==> src/rtl/pit_regs.svh <==
`ifndef PIT_REGS_SVH
`define PIT_REGS_SVH

// ****************************************************************
// Register offsets
// ****************************************************************
`define PIT_OFS_CONTROL      8'h10
`define PIT_OFS_SYNC_STATUS  8'h11
`define PIT_OFS_IRQ_ENABLE   8'h12
`define PIT_OFS_IRQ_FLAG     8'h13
`define PIT_OFS_DEBUG_CTRL   8'h15
`define PIT_OFS_EVT_STATUS   8'h16
`define PIT_OFS_EVT_MASK     8'h17
`define PIT_OFS_CLOCK_SOURCE 8'h18

// ****************************************************************
// Field positions and reset values
// ****************************************************************
`define PIT_BIT_TIMER_ON     0
`define PIT_BIT_PERIOD_LO    3
`define PIT_BIT_PERIOD_HI    6
`define PIT_BIT_SYNC_PEND    0
`define PIT_BIT_PERIODIC_IRQ 0
`define PIT_BIT_RUN_HALTED   0
`define PIT_BIT_EVT_PERIODIC 0
`define PIT_BIT_EVT_SYNCDONE 1
`define PIT_RST_BYTE         8'h00
`define PIT_PERIOD_OFF       4'h0
`define PIT_PERIOD_RESERVED  4'hf

// ****************************************************************
// Clock source codes
// ****************************************************************
`define PIT_SRC_ULP32K       2'h0
`define PIT_SRC_ULP1K        2'h1
`define PIT_SRC_XTAL         2'h2
`define PIT_SRC_EXTPIN       2'h3

// ****************************************************************
// Timing: rates in Hz, divider counts in system cycles, sync count in RTC ticks
// ****************************************************************
`define PIT_SYS_HZ           20000000
`define PIT_ULP32_HZ         32768
`define PIT_ULP1_HZ          1024
`define PIT_ULP32_DIV        (`PIT_SYS_HZ / `PIT_ULP32_HZ)
`define PIT_ULP1_DIV         (`PIT_SYS_HZ / `PIT_ULP1_HZ)
`define PIT_SYNC_TICKS       2

`endif

==> src/rtl/pit_pkg.sv <==
package pit_pkg;

    // Control register contents as seen by the counter
    typedef struct packed {
        logic [3:0] period;
        logic       timerOn;
    } pit_ctrl_t;

    // Register bus request
    typedef struct packed {
        logic [7:0] addr;
        logic [7:0] wdata;
        logic       wr;
        logic       rd;
    } pit_bus_req_t;

    // Control transfer into the RTC tick domain
    typedef enum logic [1:0] {
        SYNC_IDLE,
        SYNC_FIRST,
        SYNC_SECOND
    } pit_sync_state_t;

endpackage

==> src/rtl/pit_ctrl_sync.sv <==
`timescale 1ns/1ps
`default_nettype none
`include "pit_regs.svh"

// ****************************************************************
// Control transfer into the RTC tick domain
// ****************************************************************
module pit_ctrl_sync (
    input  wire logic              clock,   // System clock
    input  wire logic              srst,    // Sync reset
    input  wire logic              load,    // Control written
    input  wire pit_pkg::pit_ctrl_t newCtrl, // Written value
    input  wire logic              rtcTick, // RTC tick
    output pit_pkg::pit_ctrl_t     rtcCtrl, // Control in effect
    output logic                   busy,    // Transfer pending
    output logic                   done     // One-cycle completion
);
    import pit_pkg::*;

    pit_sync_state_t state_q;
    pit_sync_state_t state_d;
    pit_ctrl_t       hold_q;
    pit_ctrl_t       hold_d;
    pit_ctrl_t       act_q;
    pit_ctrl_t       act_d;
    logic            done_d;

    // A new write restarts the transfer with the latest value
    always_comb
    begin
        state_d = state_q;
        hold_d  = hold_q;
        act_d   = act_q;
        done_d  = 1'b0;
        if (load)
        begin
            state_d = SYNC_FIRST;
            hold_d  = newCtrl;
        end
        else if (rtcTick)
        begin
            unique case (state_q)
                SYNC_IDLE:   state_d = SYNC_IDLE;
                SYNC_FIRST:  state_d = SYNC_SECOND;
                SYNC_SECOND:
                begin
                    state_d = SYNC_IDLE;
                    act_d   = hold_q;
                    done_d  = 1'b1;
                end
            endcase
        end
    end

    // State registers
    always_ff @(posedge clock)
    begin
        if (srst)
        begin
            state_q <= SYNC_IDLE;
            hold_q  <= '0;
            act_q   <= '0;
            done    <= 1'b0;
        end
        else
        begin
            state_q <= state_d;
            hold_q  <= hold_d;
            act_q   <= act_d;
            done    <= done_d;
        end
    end

    assign rtcCtrl = act_q;
    assign busy    = (state_q != SYNC_IDLE);
endmodule
`default_nettype wire

==> src/rtl/pit_tick_gen.sv <==
`timescale 1ns/1ps
`default_nettype none
`include "pit_regs.svh"

// ****************************************************************
// RTC tick enable from the selected source
// ****************************************************************
module pit_tick_gen #(
    parameter int DIV32 = `PIT_ULP32_DIV,
    parameter int DIV1  = `PIT_ULP1_DIV
) (
    input  wire logic       clock,     // System clock
    input  wire logic       srst,      // Sync reset
    input  wire logic [1:0] source,    // Selected source
    input  wire logic       xtalClk,   // Crystal clock level
    input  wire logic       extClk,    // External clock pin level
    output logic            rtcTick    // One-cycle RTC tick
);
    import pit_pkg::*;

    logic [15:0] div_q;
    logic [15:0] div_d;
    logic        xtalPrev_q;
    logic        extPrev_q;
    logic        tick_q;
    logic        tick_d;
    logic [15:0] limit;

    // Divider limit and tick selection
    always_comb
    begin
        limit  = (source == `PIT_SRC_ULP1K) ? 16'(DIV1 - 1) : 16'(DIV32 - 1);
        div_d  = (div_q >= limit) ? 16'h0000 : div_q + 16'h0001;
        unique case (source)
            `PIT_SRC_ULP32K,
            `PIT_SRC_ULP1K:  tick_d = (div_q >= limit);
            `PIT_SRC_XTAL:   tick_d = xtalClk & ~xtalPrev_q;
            `PIT_SRC_EXTPIN: tick_d = extClk & ~extPrev_q;
        endcase
    end

    // Divider and edge registers
    always_ff @(posedge clock)
    begin
        if (srst)
        begin
            div_q      <= 16'h0000;
            xtalPrev_q <= 1'b0;
            extPrev_q  <= 1'b0;
            tick_q     <= 1'b0;
        end
        else
        begin
            div_q      <= div_d;
            xtalPrev_q <= xtalClk;
            extPrev_q  <= extClk;
            tick_q     <= tick_d;
        end
    end

    assign rtcTick = tick_q;
endmodule
`default_nettype wire

==> src/rtl/pit_timer.sv <==
`timescale 1ns/1ps
`default_nettype none
`include "pit_regs.svh"

module pit_timer #(
    parameter int ULP1_DIV = `PIT_ULP1_DIV
) (
    input  wire logic       clock,       // 20 MHz system clock
    input  wire logic       srst,        // Sync reset, active high
    input  wire logic [7:0] regAddr,     // Register address
    input  wire logic [7:0] regWdata,    // Write data
    input  wire logic       regWr,       // Write strobe
    input  wire logic       regRd,       // Read strobe
    output logic      [7:0] regRdata,    // Read data, cycle after strobe
    input  wire logic       cpuHalted,   // Processor in break debug
    input  wire logic       xtalClk,     // Crystal clock level
    input  wire logic       extClk,      // External clock pin level
    output logic            periodicIrq, // Periodic interrupt request
    output logic            irq          // Masked event interrupt
);
    import pit_pkg::*;

    // ****************************************************************
    // Declarations
    // ****************************************************************
    pit_bus_req_t req;
    pit_ctrl_t    ctrl_q;
    pit_ctrl_t    ctrl_d;
    pit_ctrl_t    rtcCtrl;
    logic         irqEn_q;
    logic         irqEn_d;
    logic         flag_q;
    logic         flag_d;
    logic         runHalted_q;
    logic         runHalted_d;
    logic [1:0]   clkSrc_q;
    logic [1:0]   clkSrc_d;
    logic [1:0]   evtStat_q;
    logic [1:0]   evtStat_d;
    logic [1:0]   evtMask_q;
    logic [1:0]   evtMask_d;
    logic [14:0]  cnt_q;
    logic [14:0]  cnt_d;
    logic [7:0]   rdata_d;
    logic         pirq_d;
    logic         irq_d;
    logic         rtcTick;
    logic         ctrlLoad;
    logic         syncBusy;
    logic         syncDone;
    logic         counting;
    logic         periodEvt;

    // Last count of an interval: spacing is 2^(code+1) ticks
    function automatic logic [14:0] lastCount(input logic [3:0] code);
        logic [15:0] span;
        span      = 16'h0001 << (code + 4'h1);
        lastCount = 15'(span - 16'h0001);
    endfunction

    // Valid interval code
    function automatic logic periodValid(input logic [3:0] code);
        periodValid = (code != `PIT_PERIOD_OFF) && (code != `PIT_PERIOD_RESERVED);
    endfunction

    assign req = '{addr: regAddr, wdata: regWdata, wr: regWr, rd: regRd};
    assign ctrlLoad = req.wr && (req.addr == `PIT_OFS_CONTROL);

    // ****************************************************************
    // Tick source and control transfer
    // ****************************************************************
    pit_tick_gen #(
        .DIV32 (`PIT_ULP32_DIV),
        .DIV1  (ULP1_DIV)
    ) u_tick (
        .clock   (clock),
        .srst    (srst),
        .source  (clkSrc_q),
        .xtalClk (xtalClk),
        .extClk  (extClk),
        .rtcTick (rtcTick)
    );

    pit_ctrl_sync u_sync (
        .clock   (clock),
        .srst    (srst),
        .load    (ctrlLoad),
        .newCtrl (ctrl_d),
        .rtcTick (rtcTick),
        .rtcCtrl (rtcCtrl),
        .busy    (syncBusy),
        .done    (syncDone)
    );

    // ****************************************************************
    // Interval counter
    // ****************************************************************
    // Counting gate and interval completion
    always_comb
    begin
        counting  = rtcCtrl.timerOn && periodValid(rtcCtrl.period);
        periodEvt = 1'b0;
        cnt_d     = cnt_q;
        if (!counting)
            cnt_d = 15'h0000;
        else if (rtcTick && (runHalted_q || !cpuHalted))
        begin
            if (cnt_q >= lastCount(rtcCtrl.period))
            begin
                cnt_d     = 15'h0000;
                periodEvt = 1'b1;
            end
            else
                cnt_d = cnt_q + 15'h0001;
        end
    end

    // ****************************************************************
    // Register writes and flags
    // ****************************************************************
    // Next register values, set beats clear
    always_comb
    begin
        ctrl_d      = ctrl_q;
        irqEn_d     = irqEn_q;
        runHalted_d = runHalted_q;
        clkSrc_d    = clkSrc_q;
        evtMask_d   = evtMask_q;
        flag_d      = flag_q;
        evtStat_d   = evtStat_q;
        if (req.wr)
        begin
            unique case (req.addr)
                `PIT_OFS_CONTROL:
                begin
                    ctrl_d.period  = req.wdata[`PIT_BIT_PERIOD_HI:`PIT_BIT_PERIOD_LO];
                    ctrl_d.timerOn = req.wdata[`PIT_BIT_TIMER_ON];
                end
                `PIT_OFS_IRQ_ENABLE:   irqEn_d     = req.wdata[`PIT_BIT_PERIODIC_IRQ];
                `PIT_OFS_DEBUG_CTRL:   runHalted_d = req.wdata[`PIT_BIT_RUN_HALTED];
                `PIT_OFS_CLOCK_SOURCE: clkSrc_d    = req.wdata[1:0];
                `PIT_OFS_EVT_MASK:     evtMask_d   = req.wdata[1:0];
                `PIT_OFS_IRQ_FLAG:
                    if (req.wdata[`PIT_BIT_PERIODIC_IRQ])
                        flag_d = 1'b0;
                default:               ctrl_d = ctrl_q;
            endcase
        end
        if (req.rd && (req.addr == `PIT_OFS_EVT_STATUS))
            evtStat_d = 2'h0;
        if (periodEvt)
        begin
            flag_d                          = 1'b1;
            evtStat_d[`PIT_BIT_EVT_PERIODIC] = 1'b1;
        end
        if (syncDone)
            evtStat_d[`PIT_BIT_EVT_SYNCDONE] = 1'b1;
    end

    // ****************************************************************
    // Read path and outputs
    // ****************************************************************
    // Read mux, reserved bits zero
    always_comb
    begin
        rdata_d = `PIT_RST_BYTE;
        if (req.rd)
        begin
            unique case (req.addr)
                `PIT_OFS_CONTROL:
                begin
                    rdata_d[`PIT_BIT_PERIOD_HI:`PIT_BIT_PERIOD_LO] = ctrl_q.period;
                    rdata_d[`PIT_BIT_TIMER_ON]                     = ctrl_q.timerOn;
                end
                `PIT_OFS_SYNC_STATUS:  rdata_d[`PIT_BIT_SYNC_PEND]    = syncBusy;
                `PIT_OFS_IRQ_ENABLE:   rdata_d[`PIT_BIT_PERIODIC_IRQ] = irqEn_q;
                `PIT_OFS_IRQ_FLAG:     rdata_d[`PIT_BIT_PERIODIC_IRQ] = flag_q;
                `PIT_OFS_DEBUG_CTRL:   rdata_d[`PIT_BIT_RUN_HALTED]   = runHalted_q;
                `PIT_OFS_CLOCK_SOURCE: rdata_d[1:0]                   = clkSrc_q;
                `PIT_OFS_EVT_STATUS:   rdata_d[1:0]                   = evtStat_q;
                `PIT_OFS_EVT_MASK:     rdata_d[1:0]                   = evtMask_q;
                default:               rdata_d = `PIT_RST_BYTE;
            endcase
        end
        pirq_d = flag_d && irqEn_d;
        irq_d  = |(evtStat_d & evtMask_d);
    end

    // State registers
    always_ff @(posedge clock)
    begin
        if (srst)
        begin
            ctrl_q      <= '0;
            irqEn_q     <= 1'b0;
            flag_q      <= 1'b0;
            runHalted_q <= 1'b0;
            clkSrc_q    <= `PIT_SRC_ULP32K;
            evtStat_q   <= 2'h0;
            evtMask_q   <= 2'h0;
            cnt_q       <= 15'h0000;
            regRdata    <= `PIT_RST_BYTE;
            periodicIrq <= 1'b0;
            irq         <= 1'b0;
        end
        else
        begin
            ctrl_q      <= ctrl_d;
            irqEn_q     <= irqEn_d;
            flag_q      <= flag_d;
            runHalted_q <= runHalted_d;
            clkSrc_q    <= clkSrc_d;
            evtStat_q   <= evtStat_d;
            evtMask_q   <= evtMask_d;
            cnt_q       <= cnt_d;
            regRdata    <= rdata_d;
            periodicIrq <= pirq_d;
            irq         <= irq_d;
        end
    end
endmodule
`default_nettype wire

==> config.mk <==
export PLATFORM = sky130hd
export DESIGN_NAME = pit_timer
export DESIGN_NICKNAME = d
export VERILOG_FILES = /design/src/rtl/pit_pkg.sv /design/src/rtl/pit_ctrl_sync.sv /design/src/rtl/pit_tick_gen.sv /design/src/rtl/pit_timer.sv
export VERILOG_INCLUDE_DIRS = /design/src /design/src/rtl
export SDC_FILE = /design/constraint.sdc
export NUM_CORES = 1
export LEC_CHECK = 0
export ABC_AREA = 1
export BUFFER_PORTS_ARGS = -buffer_cell sky130_fd_sc_hd__buf_4
export CAP_MARGIN = 0
export CORE_UTILIZATION = 50
export CTS_BUF_LIST = sky130_fd_sc_hd__clkbuf_8
export DETAILED_ROUTE_END_ITERATION = 12
export PLACE_DENSITY = 0.73
export SETUP_SLACK_MARGIN = 0.15
export SLEW_MARGIN = 30
export SYNTH_ARGS = -nofsm -noshare
export SYNTH_HDL_FRONTEND = slang
export SYNTH_HIERARCHICAL = 1
export SYNTH_SLANG_ARGS = --single-unit
==> constraint.sdc <==
create_clock -name clock -period 3.3 [get_ports clock]
set_clock_uncertainty 0.05 [all_clocks]
set_input_delay 0.66 -clock clock [delete_from_list [all_inputs] [get_ports clock]]
set_output_delay 0.66 -clock clock [all_outputs]
set_load 0.1 [all_outputs]
# After elaboration in Yosys (flattened, before gate mapping)
# Index checks and enable logic that the tools add are counted.
# classes
n_eq_ne	14
n_reduce_logical	25
order_cmp	2
shifts	1
bitwise_logic	10
mux	25
n_addsub	4
# op_table
op	n
8-bit by 5-bit equality test with 1-bit output, second input constant	8
15-bit 2-to-1 mux	2
16-bit by 1-bit adder with 16-bit output, second input constant	1
16-bit >= comparator	1
15-bit by 1-bit adder with 15-bit output, second input constant	1
15-bit >= comparator	1
1-bit by 4-bit << shifter with 15-bit output, first input constant	1
15-bit by 1-bit subtractor with 15-bit output, second input constant	1
1-bit 2-to-1 mux	14
2-bit OR reduction	7
5-bit 2-to-1 mux	2
1-bit one-hot mux with 8 select lines	1
1-bit NOT	7
2-bit equality test, second input constant	3
1-bit logical AND	6
2-bit 2-to-1 mux	3
1-bit one-hot mux with 3 select lines	2
3-bit OR reduction	2
4-bit by 1-bit adder with 4-bit output, second input constant	1
2-bit by 1-bit equality test with 1-bit output, second input constant	2
2-bit zero test	2
4-bit inequality test, second input constant	1
2-bit one-hot mux with 2 select lines	1
2-bit AND reduction	2
other kinds (7)	9
# word_totals
out_inout_bits	10
ff_bits	71
wordCells	106
input_bits	23

# Logic depth before layout (Yosys ltp)
# logic_depth
word_depth	10
mapped_depth	21
mapped_depth_nobuf	21

# Cells and area by module
# Netlist, hierarchy kept.
# by_module_without_submodules
mod	seq_area_each_um2	area_each_um2	cells_each	n_inst
pit_timer	740.7	2428.6	361	1
pit_tick_gen	380.4	1183.6	159	1
pit_ctrl_sync	260.2	530.5	66	1

# Least setup slack after synthesis
# OpenSTA, ideal clock, no wires.
# synth_path
kind	register -> register
from	register u_sync.act_q (netlist bit u_sync/rtcCtrl[3])
to	register cnt_q[10]
arrival_time_ps	2499
path_buffers	1
path_slack_ps	636
stages_incl_launch_ff	19
period_less_slack_ps	2664
setup_time_ps	114
t_required_ps	3136
path_cell_list	dfxtp_1 > inv_2 > nor2_1 > nand2_1 > ha_1 > a21boi_2 > nand2_1 > nor2_1 > xor2_1 > ha_1 > nand2_1 > nor2_1 > and2_1 > nand2_1 > nand3_1 > nand2_1 > nand2_2 > buf_6 > nor2_1
# synth_between
elab_chain_len	5
elab_cells_between_ends	11
classes_between	2 x add/sub; 1 x order compare; 1 x eq/ne; 1 x shift; 1 x mux; 1 x bitwise; 4 x reduce/logical
# synth_lines
item	line	text
start: declaration	pit_ctrl_sync.sv:24	pit_ctrl_t act_q;
start signal: assignment	pit_ctrl_sync.sv:69	act_q <= act_d;
4-bit by 1-bit adder with 4-bit output, or another cell as far along	pit_timer.sv:57	span = 16'h0001 << (code + 4'h1);
1-bit by 4-bit << shifter with 15-bit output / 1-bit logical AND (equally long branches)	pit_timer.sv:57, pit_timer.sv:63	
15-bit by 1-bit subtractor with 15-bit output / 1-bit logical AND (equally long branches)	pit_timer.sv:58, pit_timer.sv:101	
15-bit >= comparator / 1-bit NOT (equally long branches)	-	
15-bit 2-to-1 mux / 2-bit OR reduction (equally long branches)	-	
end signal: assignment	pit_timer.sv:215	cnt_q <= cnt_d;
end: declaration	pit_timer.sv:42	logic [14:0] cnt_q;
# Parallel ways exist; a longest one is shown, timed or not.
# A chain may end at the register's enable or synchronous reset.

# Worst setup path after layout
# layout_path
from	register u_sync.act_q (netlist bit u_sync/rtcCtrl[2])
to	register cnt_q[4]
# Same word-level chain as after synthesis.

==> metrics.md <==
| Metric | Value |
|---|---|
| Vias in the first global route | between 3k and 4k |
| Gr usage total | 20.5% |
| FF-to-FF Start | u_sync/rtcCtrl[2] |
| Post-Synthesis Cells | a little under 600 |
| Worst Reg-to-Reg Cells | 18 |
| Worst slew pin tran | about 0.49 ns |
| HPWL Detailed | a little over 6000 microns |
| Core Rows | 32 |
| #FFs+latches synth | 69 |
| CP Max Fanout | 7 |
| Clock Power Share | between 40% and 50% |
| Most frequent cells in the layout | nand2_1 (124), nor2_1 (85), inv_1 (83), dfxtp_1 (65), nand3_1 (32) |
| Post-layout util | between 50% and 60% |
| Syn Area/Cell | between 7 and 8 sq um |
| Final wirelength | around 8200 microns |
| Post-synthesis sequential area ratio | 33.3% |
| Fin. Hold Viols | 0 |
| Simple-gate share of the synthesized area | 36.5% |
| Switching share of power | approximately 23% |
| Largest net degree at the start of global routing | 21 |
| Avg Vias per Cell | 4.92 |
| Commonest non-fill, non-tap cell in the layout | nand2_1 |
| Final Wtd Congestion | approximately 0.87 |
| Initial core utilization | 52.5% |
| Full die area | a little under 9000 sq um |
| Switching power | around 0.40 mW |
| Die W | roughly 93 microns |
| First-pass iteration count of the detailed router | 4 |
| Synth unique cells | 40 |
| CTS HTree Levels | 3 |
| CTS tree | done |
| Final worst-path cycle share | between 80% and 90% |
| Vias | 3571 |
| Fmax | ~340 MHz |
| Clock Sinks | a little under 70 |
| Mapped Area | between 4000 and 5000 sq um |
| Post-layout min period | between 2 and 3 ns |
| Crit. End Element | flip-flop |
| Max-Cap Viols | 0 |
| Diode count | 0 |
| CP startpoint | u_sync/rtcCtrl[2] |
| Setup crit end | cnt_q[4] |
| RR Endpoint | cnt_q[4] |
| Cells after DPL | approximately 700 |
| Synth Area in Adders | around 8% |
| Status | complete, no violations |
| Min-delay src | ctrl_q[2] |
| # fillers | 717 |
| I/O Pins | 33 |
| Clock Latency Late Sink | around 0.35 ns |
| IO buf count | 28 |
| Required @ worst endpoint | around 3.5 ns |
| Avg WL per Cell | between 10 and 15 microns |
| Total leakage power | 2.16 nW |
| Flop pwr share | between 40% and 50% |
| Synthesis-to-finish area growth | 13.7% |
| Power per cell area | 377 nW/um^2 |
| Layout net count | around 670 |
| Post-route insts no fill | 726 |
| Mux cell area share after synthesis | 0% |
| CTS root buf | clkbuf_8 |
| Unrepaired setup endpoints after global routing | false |
| CP arrival | 3.15 ns |
| Clock Path Buffers | 2 |
| Number of setup violations in the final report | 0 |
| Yosys Warn Count | 6 |
| First-pass GRT wire length | 14300 microns |
| Internal power | between 1 and 1.5 mW |
| CP startpoint kind | flip-flop |
| Xor and xnor area share after synthesis | approximately 4.7% |
| Share of layout cells above drive strength 1 | 17.5% |
| Total core area | roughly 8000 sq um |
| # DRC | 0 |
| CTS buffer count | 9 |
| Combinational family with the most area after synthesis | simple AND/OR/NAND/NOR gates |
| Gate power share | approximately 4.9% |
| DR iter-0 viols | 130 |
| Max Transition Viols Final | 0 |
| Synth Area in Compound Gates | under 10% |
| Peak VDD IR | 0.436 mV |
| Grt ovf | 0 |
| ANT nets after route | 0 |
| CP Class | flip-flop to flip-flop |
| Clk slew on worst S/H paths | 0.08 ns |
| Initial antenna violation count | 0 |
| Cts hold-fix bufs | 0 |
| Worst Hold Class | flip-flop to flip-flop |
| R2R Setup Slk | around 0.38 ns |
| Rel. slew slack | 67.0% |
| Die Y-Extent | 93.0 microns |
| Setup tns final | 0 ns |
## cells in the mapped netlist, drive strengths merged
master,instances,area [sq um]
nand2,134,533
nor2,109,508
inv,91,342
dfxtp,69,1380
nand3,38,230
ha,26,325
a21oi,22,118
o21ai,22,110
nor3,15,96.4
xor2,15,131
nand4,13,111
buf,8,72.6
xnor2,7,61.3
a31o,2,17.5
nand3b,2,15.0
o21a,2,15.0
o31ai,2,15.0
or2,2,12.5
a21boi,1,11.3
a31oi,1,6.26
and2,1,6.26
clkbuf,1,3.75
conb,1,3.75
o21bai,1,7.51
o22a,1,8.76
## sequential cells by signal, indices dropped and copies added (netlist names)
signal,cells
runHalted_q,1
u_sync/done,1
clkSrc_q,2
ctrl_q,5
flag_q,1
u_tick/div_q,16
evtStat_q,2
regRdata,6
u_tick/extPrev_q,1
cnt_q,15
irq,1
u_tick/xtalPrev_q,1
u_sync/hold_q,5
evtMask_q,2
u_sync/state_q,2
u_tick/rtcTick,1
periodicIrq,1
irqEn_q,1
u_sync/rtcCtrl,5
## power groups by stage
| stage | clock, mW | combinational (mW) | sequential [mW] |
|---|---|---|---|
| after floorplan | 0 | 0.0573 | 0.859 |
| after global placement | 0 | 0.0845 | 0.860 |
| after detailed placement | 0 | 0.0863 | 0.860 |
| after CTS | 0.865 | 0.0868 | 0.841 |
| after global routing | 0.906 | 0.0967 | 0.841 |
| final | 0.847 | 0.0868 | 0.841 |
## critical path, stage by stage (launching register included)
cell and delay, ns:
dfxtp_2 0.36, inv_1 0.08, nand2_1 0.13, inv_1 0.09
nand2_1 0.09, ha_1 0.21, a21boi_4 0.25, nand2_1 0.13
nor2_1 0.13, xor2_1 0.17, ha_1 0.27, nand2_1 0.10
nor2_1 0.06, and2_1 0.13, nand2_1 0.06, nand3_1 0.11
nand2_2 0.16, nand2_4 0.11, nor3_1 0.14
## per-stage QoR
step / hold slack (ns) / cell area, sq um / power, mW / setup slack [ns]
after floorplan: 0.366 / 4150 / 0.917 / 0.636
after global placement: 0.371 / 4410 / 0.945 / 0.274
after detailed placement: 0.381 / 4410 / 0.947 / 0.167
after CTS: 0.394 / 4660 / 1.79 / 0.215
after global routing: 0.416 / 4710 / 1.84 / 0.162
final: 0.391 / 4710 / 1.77 / 0.382
## worst min-delay path by stage
stage	endpoint	depth (start not counted)
after floorplan	regRdata[3]	2
after global placement	regRdata[4]	2
after detailed placement	regRdata[5]	2
after CTS	regRdata[5]	2
after global routing	regRdata[4]	2
final	regRdata[4]	2
## repair_timing
item / CTS / global route
gates cloned: 0 / 1
buffers inserted: 0 / 1
endpoints found under the hold margin: 0 / 0
endpoints found under the setup margin: 2 / 19
resized for setup: 1 / 13
pin swaps: 0 / 2
## layer usage
metal	part of all wire, %	wire length (microns)	up-vias	track usage (%)
met5	0	0	-	0
met2	48	3900	52	34.3
met4	0.75	62	0	4.74
li1	-	-	1911	-
met1	48	3950	1600	26.0
met3	3.6	297	8	5.85
## cell type report
| class | count | area (sq um) | area share (%) |
|---|---|---|---|
| multi-input cells | 419 | 2390 | 50.8 |
| flip-flops and latches | 69 | 1390 | 29.4 |
| inverters | 91 | 342 | 7.25 |
| repair buffers | 29 | 218 | 4.62 |
| well taps | 102 | 128 | 2.71 |
| clock buffers | 9 | 124 | 2.63 |
| clock inverters | 7 | 121 | 2.58 |
## logic make-up (layout without fill, tap and decap cells)
| logic type | count (synthesis) | in the layout |
|---|---|---|
| AND/OR/NAND/NOR | 314 | 315 |
| other | 1 | 2 |
| flip-flops | 69 | 69 |
| AO/OA/AOI/OAI | 54 | 54 |
| buffers and inverters | 100 | 136 |
| XOR/XNOR | 22 | 22 |
| adder cells (fa/ha/maj) | 26 | 26 |
No activity file was read; power rests on OpenSTA's default activity.
